$ cat src/hw/dtmf_transceiver_regs.vh
// constants for the tone-pair transceiver digital core
`ifndef DTMF_TRANSCEIVER_REGS_VH
`define DTMF_TRANSCEIVER_REGS_VH

// ----------------------------------------
// time base
// ----------------------------------------
`define TB_HZ 3579545
`define MS_PER_S 1000

// ----------------------------------------
// receive timing, milliseconds
// ----------------------------------------
`define TONE_ACCEPT_MS 40
`define PAUSE_ACCEPT_MS 40
`define RX_CNT_W 18

// ----------------------------------------
// tone synthesis
// ----------------------------------------
`define ACC_W 24
`define INC_W 16
// tone frequencies in hertz, sized to the increment helper's input
`define LOW_F0 12'h2B9
`define LOW_F1 12'h2BC
`define LOW_F2 12'h354
`define LOW_F3 12'h3AD
`define HIGH_F0 12'h4B9
`define HIGH_F1 12'h538
`define HIGH_F2 12'h5C5
`define HIGH_F3 12'h661

// ----------------------------------------
// digit codes outside 1..9
// ----------------------------------------
`define CODE_ZERO 4'hA
`define CODE_STAR 4'hB
`define CODE_HASH 4'hC
`define CODE_A 4'hD
`define CODE_B 4'hE
`define CODE_C 4'hF
`define CODE_D 4'h0

// ----------------------------------------
// input synchroniser bundle
// ----------------------------------------
`define SYNC_W 18
// enable-bar starts high so the code pins stay released through reset
`define RST_VEC 18'h00100

`endif

$ cat src/hw/dummy_unused_placeholder_never.v
// intentionally empty of logic: no module
`timescale 1ns/100ps

$ cat src/hw/tone_nco.v
// phase accumulator producing one square-wave tone
`timescale 1ns/100ps
`include "dtmf_transceiver_regs.vh"

module tone_nco
#(
   parameter ACC_W = `ACC_W,
   parameter INC_W = `INC_W
)
(
   // clock and reset
   input wire clk,
   input wire rst_b,
   // control
   input wire tick,
   input wire run,
   input wire [INC_W-1:0] increment,
   // tone
   output reg toneOut
);

   reg [ACC_W-1:0] phase_q;
   wire [ACC_W-1:0] phase_d;

   // phase restarts at zero so every burst begins on the same edge
   assign phase_d = !run ? {ACC_W{1'b0}} :
                    tick ? phase_q + {{(ACC_W-INC_W){1'b0}}, increment} : phase_q;

   // ----------------------------------------
   // accumulator and output flop
   // ----------------------------------------
   always @(posedge clk or negedge rst_b)
   begin
      if (!rst_b)
      begin
         phase_q <= {ACC_W{1'b0}};
         toneOut <= 1'b0;
      end
      else
      begin
         phase_q <= phase_d;
         toneOut <= run & phase_q[ACC_W-1];
      end
   end

endmodule

$ cat src/hw/dtmf_transceiver_digital.v
// digital core of a tone-pair transceiver: receive timing and tone generation
`timescale 1ns/100ps
`include "dtmf_transceiver_regs.vh"

module dtmf_transceiver_digital
#(
   parameter TONE_ACCEPT_TICKS = (`TONE_ACCEPT_MS * `TB_HZ + `MS_PER_S - 1) / `MS_PER_S,
   parameter PAUSE_ACCEPT_TICKS = (`PAUSE_ACCEPT_MS * `TB_HZ + `MS_PER_S - 1) / `MS_PER_S
)
(
   // clock and reset
   input wire clk,
   input wire rst_b,
   // time base pins
   input wire crystal_input,
   output wire crystal_drive,
   input wire oscillator_select,
   input wire shared_timebase_pin_in,
   output reg shared_timebase_pin_out,
   output wire shared_timebase_pin_oe,
   // tone detectors
   input wire [3:0] lowToneDetect,
   input wire [3:0] highToneDetect,
   // receive outputs
   input wire outputEnable_b,
   output reg [3:0] rx_digit_code,
   output wire rx_digit_code_oe,
   output reg digit_valid_flag,
   // generator inputs
   input wire [3:0] tx_digit_code,
   input wire latchStrobe,
   input wire generatorReset,
   // tone outputs
   output wire lowToneOut,
   output wire highToneOut,
   output reg toneActive
);

   localparam RX_IDLE = 3'h1;
   localparam RX_QUAL = 3'h2;
   localparam RX_HELD = 3'h4;
   localparam [63:0] TB64 = `TB_HZ;

   // ----------------------------------------
   // helpers
   // ----------------------------------------
   // tone increment per time-base tick, rounded to nearest
   function [`INC_W-1:0] incOf;
      input [11:0] freq;
      reg [63:0] wide;
      begin
         wide = (({52'h0, freq} << `ACC_W) + (TB64 >> 1)) / TB64;
         incOf = wide[`INC_W-1:0];
      end
   endfunction

   // matrix position to digit code, one nibble per {row, col}
   localparam [63:0] CODE_TABLE = {`CODE_D, `CODE_HASH, `CODE_ZERO, `CODE_STAR, `CODE_C, 4'h9, 4'h8, 4'h7,
                                   `CODE_B, 4'h6, 4'h5, 4'h4, `CODE_A, 4'h3, 4'h2, 4'h1};
   function [3:0] codeOf;
      input [3:0] rowCol;
      codeOf = CODE_TABLE[{rowCol, 2'b00} +: 4];
   endfunction

   // digit code to matrix position {row, col}
   function [3:0] rowColOf;
      input [3:0] code;
      integer i;
      begin
         rowColOf = 4'hF;
         for (i = 0; i < 16; i = i + 1)
            if (codeOf(i[3:0]) == code)
               rowColOf = i[3:0];
      end
   endfunction

   // ----------------------------------------
   // pin synchronisers
   // ----------------------------------------
   reg [`SYNC_W-1:0] syncA_q, syncB_q, syncC_q, clean_q;
   wire [`SYNC_W-1:0] rawPins;
   wire [`SYNC_W-1:0] agree;

   assign rawPins = {crystal_input, shared_timebase_pin_in, oscillator_select, latchStrobe, generatorReset,
                     tx_digit_code, outputEnable_b, lowToneDetect, highToneDetect};
   assign agree = ~(syncB_q ^ syncC_q);

   // three stages, a bit changes once stages two and three agree
   always @(posedge clk or negedge rst_b)
   begin
      if (!rst_b)
      begin
         syncA_q <= `RST_VEC;
         syncB_q <= `RST_VEC;
         syncC_q <= `RST_VEC;
         clean_q <= `RST_VEC;
      end
      else
      begin
         syncA_q <= rawPins;
         syncB_q <= syncA_q;
         syncC_q <= syncB_q;
         clean_q <= (agree & syncC_q) | (~agree & clean_q);
      end
   end

   wire xtalC = clean_q[17];
   wire sharedC = clean_q[16];
   wire oscSelC = clean_q[15];
   wire latchC = clean_q[14];
   wire genRstC = clean_q[13];
   wire [3:0] txCodeC = clean_q[12:9];
   wire outEnC_b = clean_q[8];
   wire [3:0] lowC = clean_q[7:4];
   wire [3:0] highC = clean_q[3:0];

   // ----------------------------------------
   // time base selection
   // ----------------------------------------
   reg tbPrev_q;
   reg latchPrev_q;
   wire tbSrc;
   wire tick;

   assign crystal_drive = oscillator_select & ~crystal_input;
   assign shared_timebase_pin_oe = oscSelC;
   assign tbSrc = oscSelC ? xtalC : sharedC;
   assign tick = tbSrc & ~tbPrev_q;

   // edge memories and time-base repeat onto the shared pin
   always @(posedge clk or negedge rst_b)
   begin
      if (!rst_b)
      begin
         tbPrev_q <= 1'b0;
         latchPrev_q <= 1'b0;
         shared_timebase_pin_out <= 1'b0;
      end
      else
      begin
         tbPrev_q <= tbSrc;
         latchPrev_q <= latchC;
         shared_timebase_pin_out <= xtalC;
      end
   end

   // ----------------------------------------
   // receive post-processor
   // ----------------------------------------
   reg [2:0] rxState_q;
   reg [`RX_CNT_W-1:0] rxCnt_q;
   reg [3:0] candCode_q;
   wire lowOne = (lowC != 4'h0) && ((lowC & (lowC - 4'h1)) == 4'h0);
   wire highOne = (highC != 4'h0) && ((highC & (highC - 4'h1)) == 4'h0);
   wire [1:0] lowIdx = {lowC[3] | lowC[2], lowC[3] | lowC[1]};
   wire [1:0] highIdx = {highC[3] | highC[2], highC[3] | highC[1]};
   wire pairValid = lowOne & highOne;
   wire [3:0] pairCode = codeOf({lowIdx, highIdx});

   assign rx_digit_code_oe = ~outEnC_b;

   // accept timer then pause timer; short gaps are bridged while held
   always @(posedge clk or negedge rst_b)
   begin
      if (!rst_b)
      begin
         rxState_q <= RX_IDLE;
         rxCnt_q <= {`RX_CNT_W{1'b0}};
         candCode_q <= 4'h0;
         rx_digit_code <= 4'h0;
         digit_valid_flag <= 1'b0;
      end
      else
      begin
         case (rxState_q)
            RX_IDLE:
            begin
               rxCnt_q <= {`RX_CNT_W{1'b0}};
               if (pairValid)
               begin
                  candCode_q <= pairCode;
                  rxState_q <= RX_QUAL;
               end
            end
            RX_QUAL:
            begin
               if (!pairValid || pairCode != candCode_q)
                  rxState_q <= RX_IDLE;
               else if (tick)
               begin
                  if (rxCnt_q == TONE_ACCEPT_TICKS[`RX_CNT_W-1:0] - 1'b1)
                  begin
                     rx_digit_code <= candCode_q;
                     digit_valid_flag <= 1'b1;
                     rxCnt_q <= {`RX_CNT_W{1'b0}};
                     rxState_q <= RX_HELD;
                  end
                  else
                     rxCnt_q <= rxCnt_q + 1'b1;
               end
            end
            RX_HELD:
            begin
               if (pairValid)
                  rxCnt_q <= {`RX_CNT_W{1'b0}};
               else if (tick)
               begin
                  if (rxCnt_q == PAUSE_ACCEPT_TICKS[`RX_CNT_W-1:0] - 1'b1)
                  begin
                     rx_digit_code <= 4'h0;
                     digit_valid_flag <= 1'b0;
                     rxState_q <= RX_IDLE;
                  end
                  else
                     rxCnt_q <= rxCnt_q + 1'b1;
               end
            end
            default:
               rxState_q <= RX_IDLE;
         endcase
      end
   end

   // ----------------------------------------
   // generator control
   // ----------------------------------------
   reg [3:0] txRowCol_q;
   wire latchFall = latchPrev_q & ~latchC;

   // reset outranks a strobe in the same cycle and holds tones off
   always @(posedge clk or negedge rst_b)
   begin
      if (!rst_b)
      begin
         toneActive <= 1'b0;
         txRowCol_q <= 4'h0;
      end
      else if (genRstC)
         toneActive <= 1'b0;
      else if (latchFall)
      begin
         txRowCol_q <= rowColOf(txCodeC);
         toneActive <= 1'b1;
      end
   end

   // ----------------------------------------
   // tone synthesis
   // ----------------------------------------
   wire [1:0] toneBits;
   genvar g;

   generate
      for (g = 0; g < 2; g = g + 1)
      begin : gTone
         wire [1:0] sel = (g == 0) ? txRowCol_q[3:2] : txRowCol_q[1:0];
         wire [`INC_W-1:0] inc;
         // low group from the row, high group from the column
         assign inc = (g == 0) ?
            ((sel == 2'h0) ? incOf(`LOW_F0) : (sel == 2'h1) ? incOf(`LOW_F1) :
             (sel == 2'h2) ? incOf(`LOW_F2) : incOf(`LOW_F3)) :
            ((sel == 2'h0) ? incOf(`HIGH_F0) : (sel == 2'h1) ? incOf(`HIGH_F1) :
             (sel == 2'h2) ? incOf(`HIGH_F2) : incOf(`HIGH_F3));
         tone_nco uNco
         (
            .clk(clk),
            .rst_b(rst_b),
            .tick(tick),
            .run(toneActive),
            .increment(inc),
            .toneOut(toneBits[g])
         );
      end
   endgenerate

   assign lowToneOut = toneBits[0];
   assign highToneOut = toneBits[1];

endmodule

$ cat config.mk
export PLATFORM = sky130hd
export DESIGN_NAME = dtmf_transceiver_digital
export DESIGN_NICKNAME = d
export VERILOG_FILES = /design/src/hw/dummy_unused_placeholder_never.v /design/src/hw/tone_nco.v /design/src/hw/dtmf_transceiver_digital.v
export VERILOG_INCLUDE_DIRS = /design/src /design/src/hw
export SDC_FILE = /design/constraint.sdc
export NUM_CORES = 1
export LEC_CHECK = 0
export BUFFER_PORTS_ARGS = -buffer_cell sky130_fd_sc_hd__buf_2
export CAP_MARGIN = 20
export CORE_AREA = 2 2 129 131
export CTS_BUF_LIST = sky130_fd_sc_hd__clkbuf_8 sky130_fd_sc_hd__clkbuf_16
export DETAILED_ROUTE_END_ITERATION = 8
export DIE_AREA = 0 0 131 133
export GPL_ROUTABILITY_DRIVEN = 0
export PLACE_DENSITY = 0.66
export SYNTH_ARGS = -nofsm -noshare
export SYNTH_HDL_FRONTEND = slang
export SYNTH_SLANG_ARGS = --single-unit
$ cat constraint.sdc
create_clock -name clk -period 3.3 [get_ports clk]
set_input_delay 0.825 -clock clk [delete_from_list [all_inputs] [get_ports clk]]
set_output_delay 0.825 -clock clk [all_outputs]
set_load 0.1 [all_outputs]
Yosys cells after proc, flatten, opt, wreduce, memory -nomap -nowiden. Index checks and enable logic that the tools add are counted. W data, S select, Z words.

Flip-flop bits (word level): 160. Output and inout bits: 12.

Add/sub/neg operators: 5. Equality and inequality tests: 36. Shift operators: 1. Multiplexer cells: 58. Bitwise logic cells: 23. Reduce and logical (&&, ||, !) cells: 19.

Operators by type and width (number): $mux W18 (6); $mux W24 (4); $mux W4 (22); $shiftx A64 B7 Y4 const A (1); $pmux W18 S3 (1); $add A24 B13 Y24 (2); $mux W13 (3); $and A18 B18 Y18 (2); $not A18 Y18 (2); $eq A4 B4 Y1 const A (8); $mux W11 (2); $mux W3 (7); $add A18 B1 Y18 const B (1); $eq A18 B18 Y1 const B (1); $or A18 B18 Y18 (1); $xor A18 B18 Y18 (1); $eq A3 B4 Y1 const A (4); $logic_not A4 Y1 (3); $mux W12 (1); $ne A2 B2 Y1 const B (5); $mux W1 (9); $pmux W3 S3 (1); $and A4 B4 Y4 (2); $eq A2 B4 Y1 const A (2); 27 further kinds (51).

Logic depth before layout (Yosys ltp).
Depth after elaboration: 17. Mapped depth: 12.

By module. From an unflattened synthesis, not the netlist that was laid out.

Cell total of the unflattened synthesis: 801. Area, all modules: 8385.5 sq um.

By module, submodules not included: dtmf_transceiver_digital (instances 1, cells an instance 388, area each 4586.9 sq um, seq. area each 2758.9 sq um); tone_nco (gTone[0].uNco) (instances 1, cells an instance 208, area each 1938.1 sq um, seq. area each 625.6 sq um); tone_nco (gTone[1].uNco) (instances 1, cells an instance 205, area each 1860.5 sq um, seq. area each 625.6 sq um).

Least setup slack after synthesis. Ideal clock, no wire load.

Path type: input -> output. Start point: in crystal_input. End point: out crystal_drive. Arrival time: 2160 ps. Required time: 2475 ps. Slack: 315 ps. Stages on the path: 1. Cell sequence: nor2b_1.

Word-level cells in the longest chain between the ends: 2.

Ends and longest elaborated chain: start: declaration (RTL line dtmf_transceiver_digital.v:15) `input wire crystal_input,`; $not A1 Y1 (RTL line dtmf_transceiver_digital.v:125) `assign crystal_drive = oscillator_select & ~crystal_input;`; $and A1 B1 Y1 (RTL line dtmf_transceiver_digital.v:125); end: declaration (RTL line dtmf_transceiver_digital.v:16) `output wire crystal_drive,`.

Every way passes these cells.

Worst setup path after layout.
Start point: reg txRowCol_q[3]. End point: reg gTone[0].uNco.phase_q[18].

Word-level cells in the longest chain between the ends: 7. Elaborated cells on any way between the ends: 9. Classes of those cells: add/sub (1); eq/ne (2); mux (5); reduce/logical (1).

Ends and longest elaborated chain: start: declaration (RTL line dtmf_transceiver_digital.v:227) `reg [3:0] txRowCol_q;`; start signal: assignment (RTL line dtmf_transceiver_digital.v:242) `txRowCol_q <= rowColOf(txCodeC);`; $eq A2 B2 Y1; $mux W13 (RTL line dtmf_transceiver_digital.v:261) `` (sel == 2'h2) ? incOf(`LOW_F2) : incOf(`LOW_F3)) : ``; $mux W13 (RTL line dtmf_transceiver_digital.v:260) `` ((sel == 2'h0) ? incOf(`LOW_F0) : (sel == 2'h1) ? incOf(`LOW_F1) : ``; $mux W13 (*) (RTL line dtmf_transceiver_digital.v:260); $add A24 B13 Y24 (*) (RTL line tone_nco.v:27) `tick ? phase_q + {{(ACC_W-INC_W){1'b0}}, increment} : phase_q;`; $mux W24 (*) (RTL line tone_nco.v:27); $mux W24 (*) (RTL line tone_nco.v:26) `assign phase_d = !run ? {ACC_W{1'b0}} :`; end signal: assignment (RTL line tone_nco.v:36) `phase_q <= {ACC_W{1'b0}};`; end signal: assignment (RTL line tone_nco.v:41) `phase_q <= phase_d;`; end: declaration (RTL line tone_nco.v:22) `reg [ACC_W-1:0] phase_q;`.

Mark *: on every way between the ends. The rest lies on a longest branch, timed or not. The select of a mux whose other input is x is not followed. A chain may end at the register's enable or synchronous reset.

==> results_dict.tcl <==
set metrics [dict create \
    clkSinkCount 160 \
    ys.flop_type "dfrtp_1" \
    num_io_pins 32 \
    multi_input_comb_area_mm2 0.00365 \
    critPathRequiredTime_ns 3.60 \
    finalHoldViolCount 0 \
    drv_slew 0 \
    dp_cells 1002 \
    grt_use_total_pct 19.4 \
    max-vdd-ir-drop_v 0.000433 \
    syn_inst 758 \
    drt_wl_total_mm 15.4 \
    skew_ns 0.00966 \
    post-route-min-period_ns 3.07 \
    tightest_slew_ns 0.551 \
    n_fill_cell 1388 \
    yosysTopAreaCellShare_pct 49.3 \
    synth_edf_count 0 \
    diodes 0 \
    cts.path.max_buffers 2 \
    hold_path.class "input port to async pin" \
    die_y_um 133 \
    grt_pass1_wl_mm 27.3 \
    yosys-top-cells-area "dfrtp_1 49%, ha_1 6.5%, nand2_1 3.1%, a21oi_1 2.8%, nor2_1 2.8%" \
    end_kind "flip-flop" \
    crit_chain "ha_1, inv_1, ha_1, inv_1, fa_1, nand4b_1, a21o_1, a211oi_1, a221o_1, nand4_1, xor2_1, nor2_1" \
    detail-route-antenna-nets 0 \
    register_area_mm2 0.00401 \
    yosys_warnings 0 \
    syn_nets 820 \
    antenna_found_initial 0 \
    crit_type "flip-flop to flip-flop" \
    clk_pin_slew_worst_paths_ns 0.07 \
    yosys.cell_types.count 71 \
    setup-violations-final 0 \
    drc_errors 0 \
    fmax_ghz 0.326 \
    cpPeakStageDelay_ns 0.41 \
    area_growth_pct 14.2 \
    overflow 0 \
    firstDrtPassIters 5 \
    cts_root_buf "clkbuf_16" \
    cp.arrival_ns 3.36 \
    cts-htree-levels 4 \
    outcome "complete, no violations" \
    clock_latency_ns 0.43 \
    die_area_mm2 0.0174 \
    grt_max_degree 71 \
    place.port_buffers 31 \
    drtIter0Drc 319 \
    grt_pass1_vias 5864 \
    vias_per_cell 5.60 \
    start_util_pct 48.7 \
    dp_slack_ns 0.0614 \
    drive_gt1_share_pct 14.4 \
    post-route-period-util_pct 93.0 \
    syn_avg_cell_area_um2 10.4 \
    p_leak_nw 3.96 \
    worst_path_max_delay_cell "dfrtp_1" \
    p_per_area_mw_per_mm2 596 \
    numCtsBuffers 17 \
    slew_headroom_pct 63.2 \
    post_drt_wl_per_cell_um 14.9 \
    synth-seq-area-share_pct 51.0 \
    die_w_um 131 \
    rsz0062_at_grt "no" \
    synthArstFlopShare_pct 100 \
    vias 5790 \
    drv_cap 0 \
    power_mw 5.35 \
    dp_hpwl_mm 10.3 \
    yosysTopAreaCell "dfrtp_1" \
    cts_tree "built" \
    core_mm2 0.0162 \
    ys_seq_elements 160 \
    synth_area_mm2 0.00787 \
    stdcell_count 1034 \
    startpoint_type "flip-flop" \
    row_count 47 \
    timing.setup.tns_ns 0 \
    worstPathMaxFanout 5 \
    setup_ws_ns 0.233 \
    layout.nets 863 \
]
-- cell type report --
cell class | count | share of cell area (%)
multi-input combinational | 534 | 40.6
timing repair buffer | 51 | 3.61
tap | 220 | 3.06
inverter | 37 | 1.55
clock buffer | 17 | 4.73
sequential | 160 | 44.6
clock inverter | 15 | 1.80
-- worst paths after layout --
path                       slack [ns]  depth (start not counted)                       from                               endpoint
setup reg to reg                 0.23                         12  txRowCol_q[3]$_DFFE_PN0P_  gTone[0].uNco.phase_q[18]$_DFFE_PN0P_
max in group asynchronous        2.16                          2                      rst_b                   syncC_q[9]$_DFF_PN0_
setup / recovery                 0.23                         12  txRowCol_q[3]$_DFFE_PN0P_  gTone[0].uNco.phase_q[18]$_DFFE_PN0P_
min in group clk                 0.35                          0      syncA_q[16]$_DFF_PN0_                  syncB_q[16]$_DFF_PN0_
hold reg to reg                  0.35                          0      syncA_q[16]$_DFF_PN0_                  syncB_q[16]$_DFF_PN0_
hold / removal                   0.35                          1                      rst_b                 rxCnt_q[7]$_DFFE_PN0P_
-- Yosys cell counts, drive strengths merged (13+ instances only) --
| cell type | number |
|---|---|
| nand3 | 30 |
| nand2 | 65 |
| xnor2 | 14 |
| nor2 | 59 |
| dfrtp | 155 |
| o21ai | 22 |
| and3 | 13 |
| maj3 | 18 |
| xor2 | 21 |
| a21oi | 44 |
| clkbuf | 18 |
| ha | 41 |
| nand2b | 13 |
| nor3 | 17 |
| inv | 36 |
-- metal layers --
metal / part of all wire [%] / track usage [%] / up-vias
met1: 47 / 25.9 / 2842
li1: - / - / 2778
met2: 48 / 30.8 / 148
met3: 4.1 / 4.49 / 22
met5: 0 / 0 / -
met4: 1.5 / 7.03 / 0
-- where the power goes --
group | internal, mW | switching (mW)
clock | 1.13 | 0.824
sequential | 2.09 | 0.125
combinational | 0.465 | 0.718
-- what timing repair did --
item	CTS	global route
hold endpoints to repair	0	0
setup buffers	0	0
hold buffers	0	0
gates resized for setup	0	10
setup endpoints to repair	0	13
-- cells by family (layout without fill, tap and decap cells) --
kind of cell | count (synthesis) | count (layout) | share of synthesized area [%]
fa+ha+maj | 60 | 60 | 9.06
xor+xnor | 35 | 35 | 3.90
mux | 13 | 13 | 1.78
flops | 160 | 160 | 51.0
buf+inv | 64 | 120 | 3.21
compound gates | 160 | 160 | 13.7
simple gates | 266 | 266 | 17.4
-- per-stage QoR --
| step | utilization, % | hold slack, ns | instance area, um2 |
|---|---|---|---|
| final | 55.6 | 0.345 | 8980 |
| after global routing | 55.6 | 0.357 | 8980 |
| after CTS | 55.3 | 0.350 | 8940 |
| after detailed placement | 51.7 | 0.335 | 8360 |
| after global placement | 51.7 | 0.331 | 8360 |
| after floorplan | - | 0.331 | 7870 |
-- worst max-delay path: cells and delay by family (launching register included) --
kind	cells	cell delay, ns
DFF	1	0.41
xor gates and xnor gates	1	0.16
adders and majority gates	3	0.84
buffers and inverters	2	0.24
and+or+nand+nor	3	0.40
AOI/OAI and AO/OA	3	0.87
-- cell usage in the layout, fill, tap and decap left out, types with 10 or more instances in the layout --
master	synthesis	layout
xnor2_1	14	14
nor3_1	16	15
nand2b_1	13	13
nand2_1	65	65
a31oi_1	11	11
o21ai_0	17	17
buf_2	4	30
and2_1	11	11
nand3_1	30	30
o31ai_1	11	11
inv_1	35	37
clkbuf_16	0	17
buf_4	0	19
maj3_1	18	18
nor2b_1	10	10
a21oi_1	44	44
nor2_1	58	57
dfrtp_1	155	155
ha_1	41	41
and3_1	13	13
xor2_1	21	21
Power figures use the tool's default switching activity.
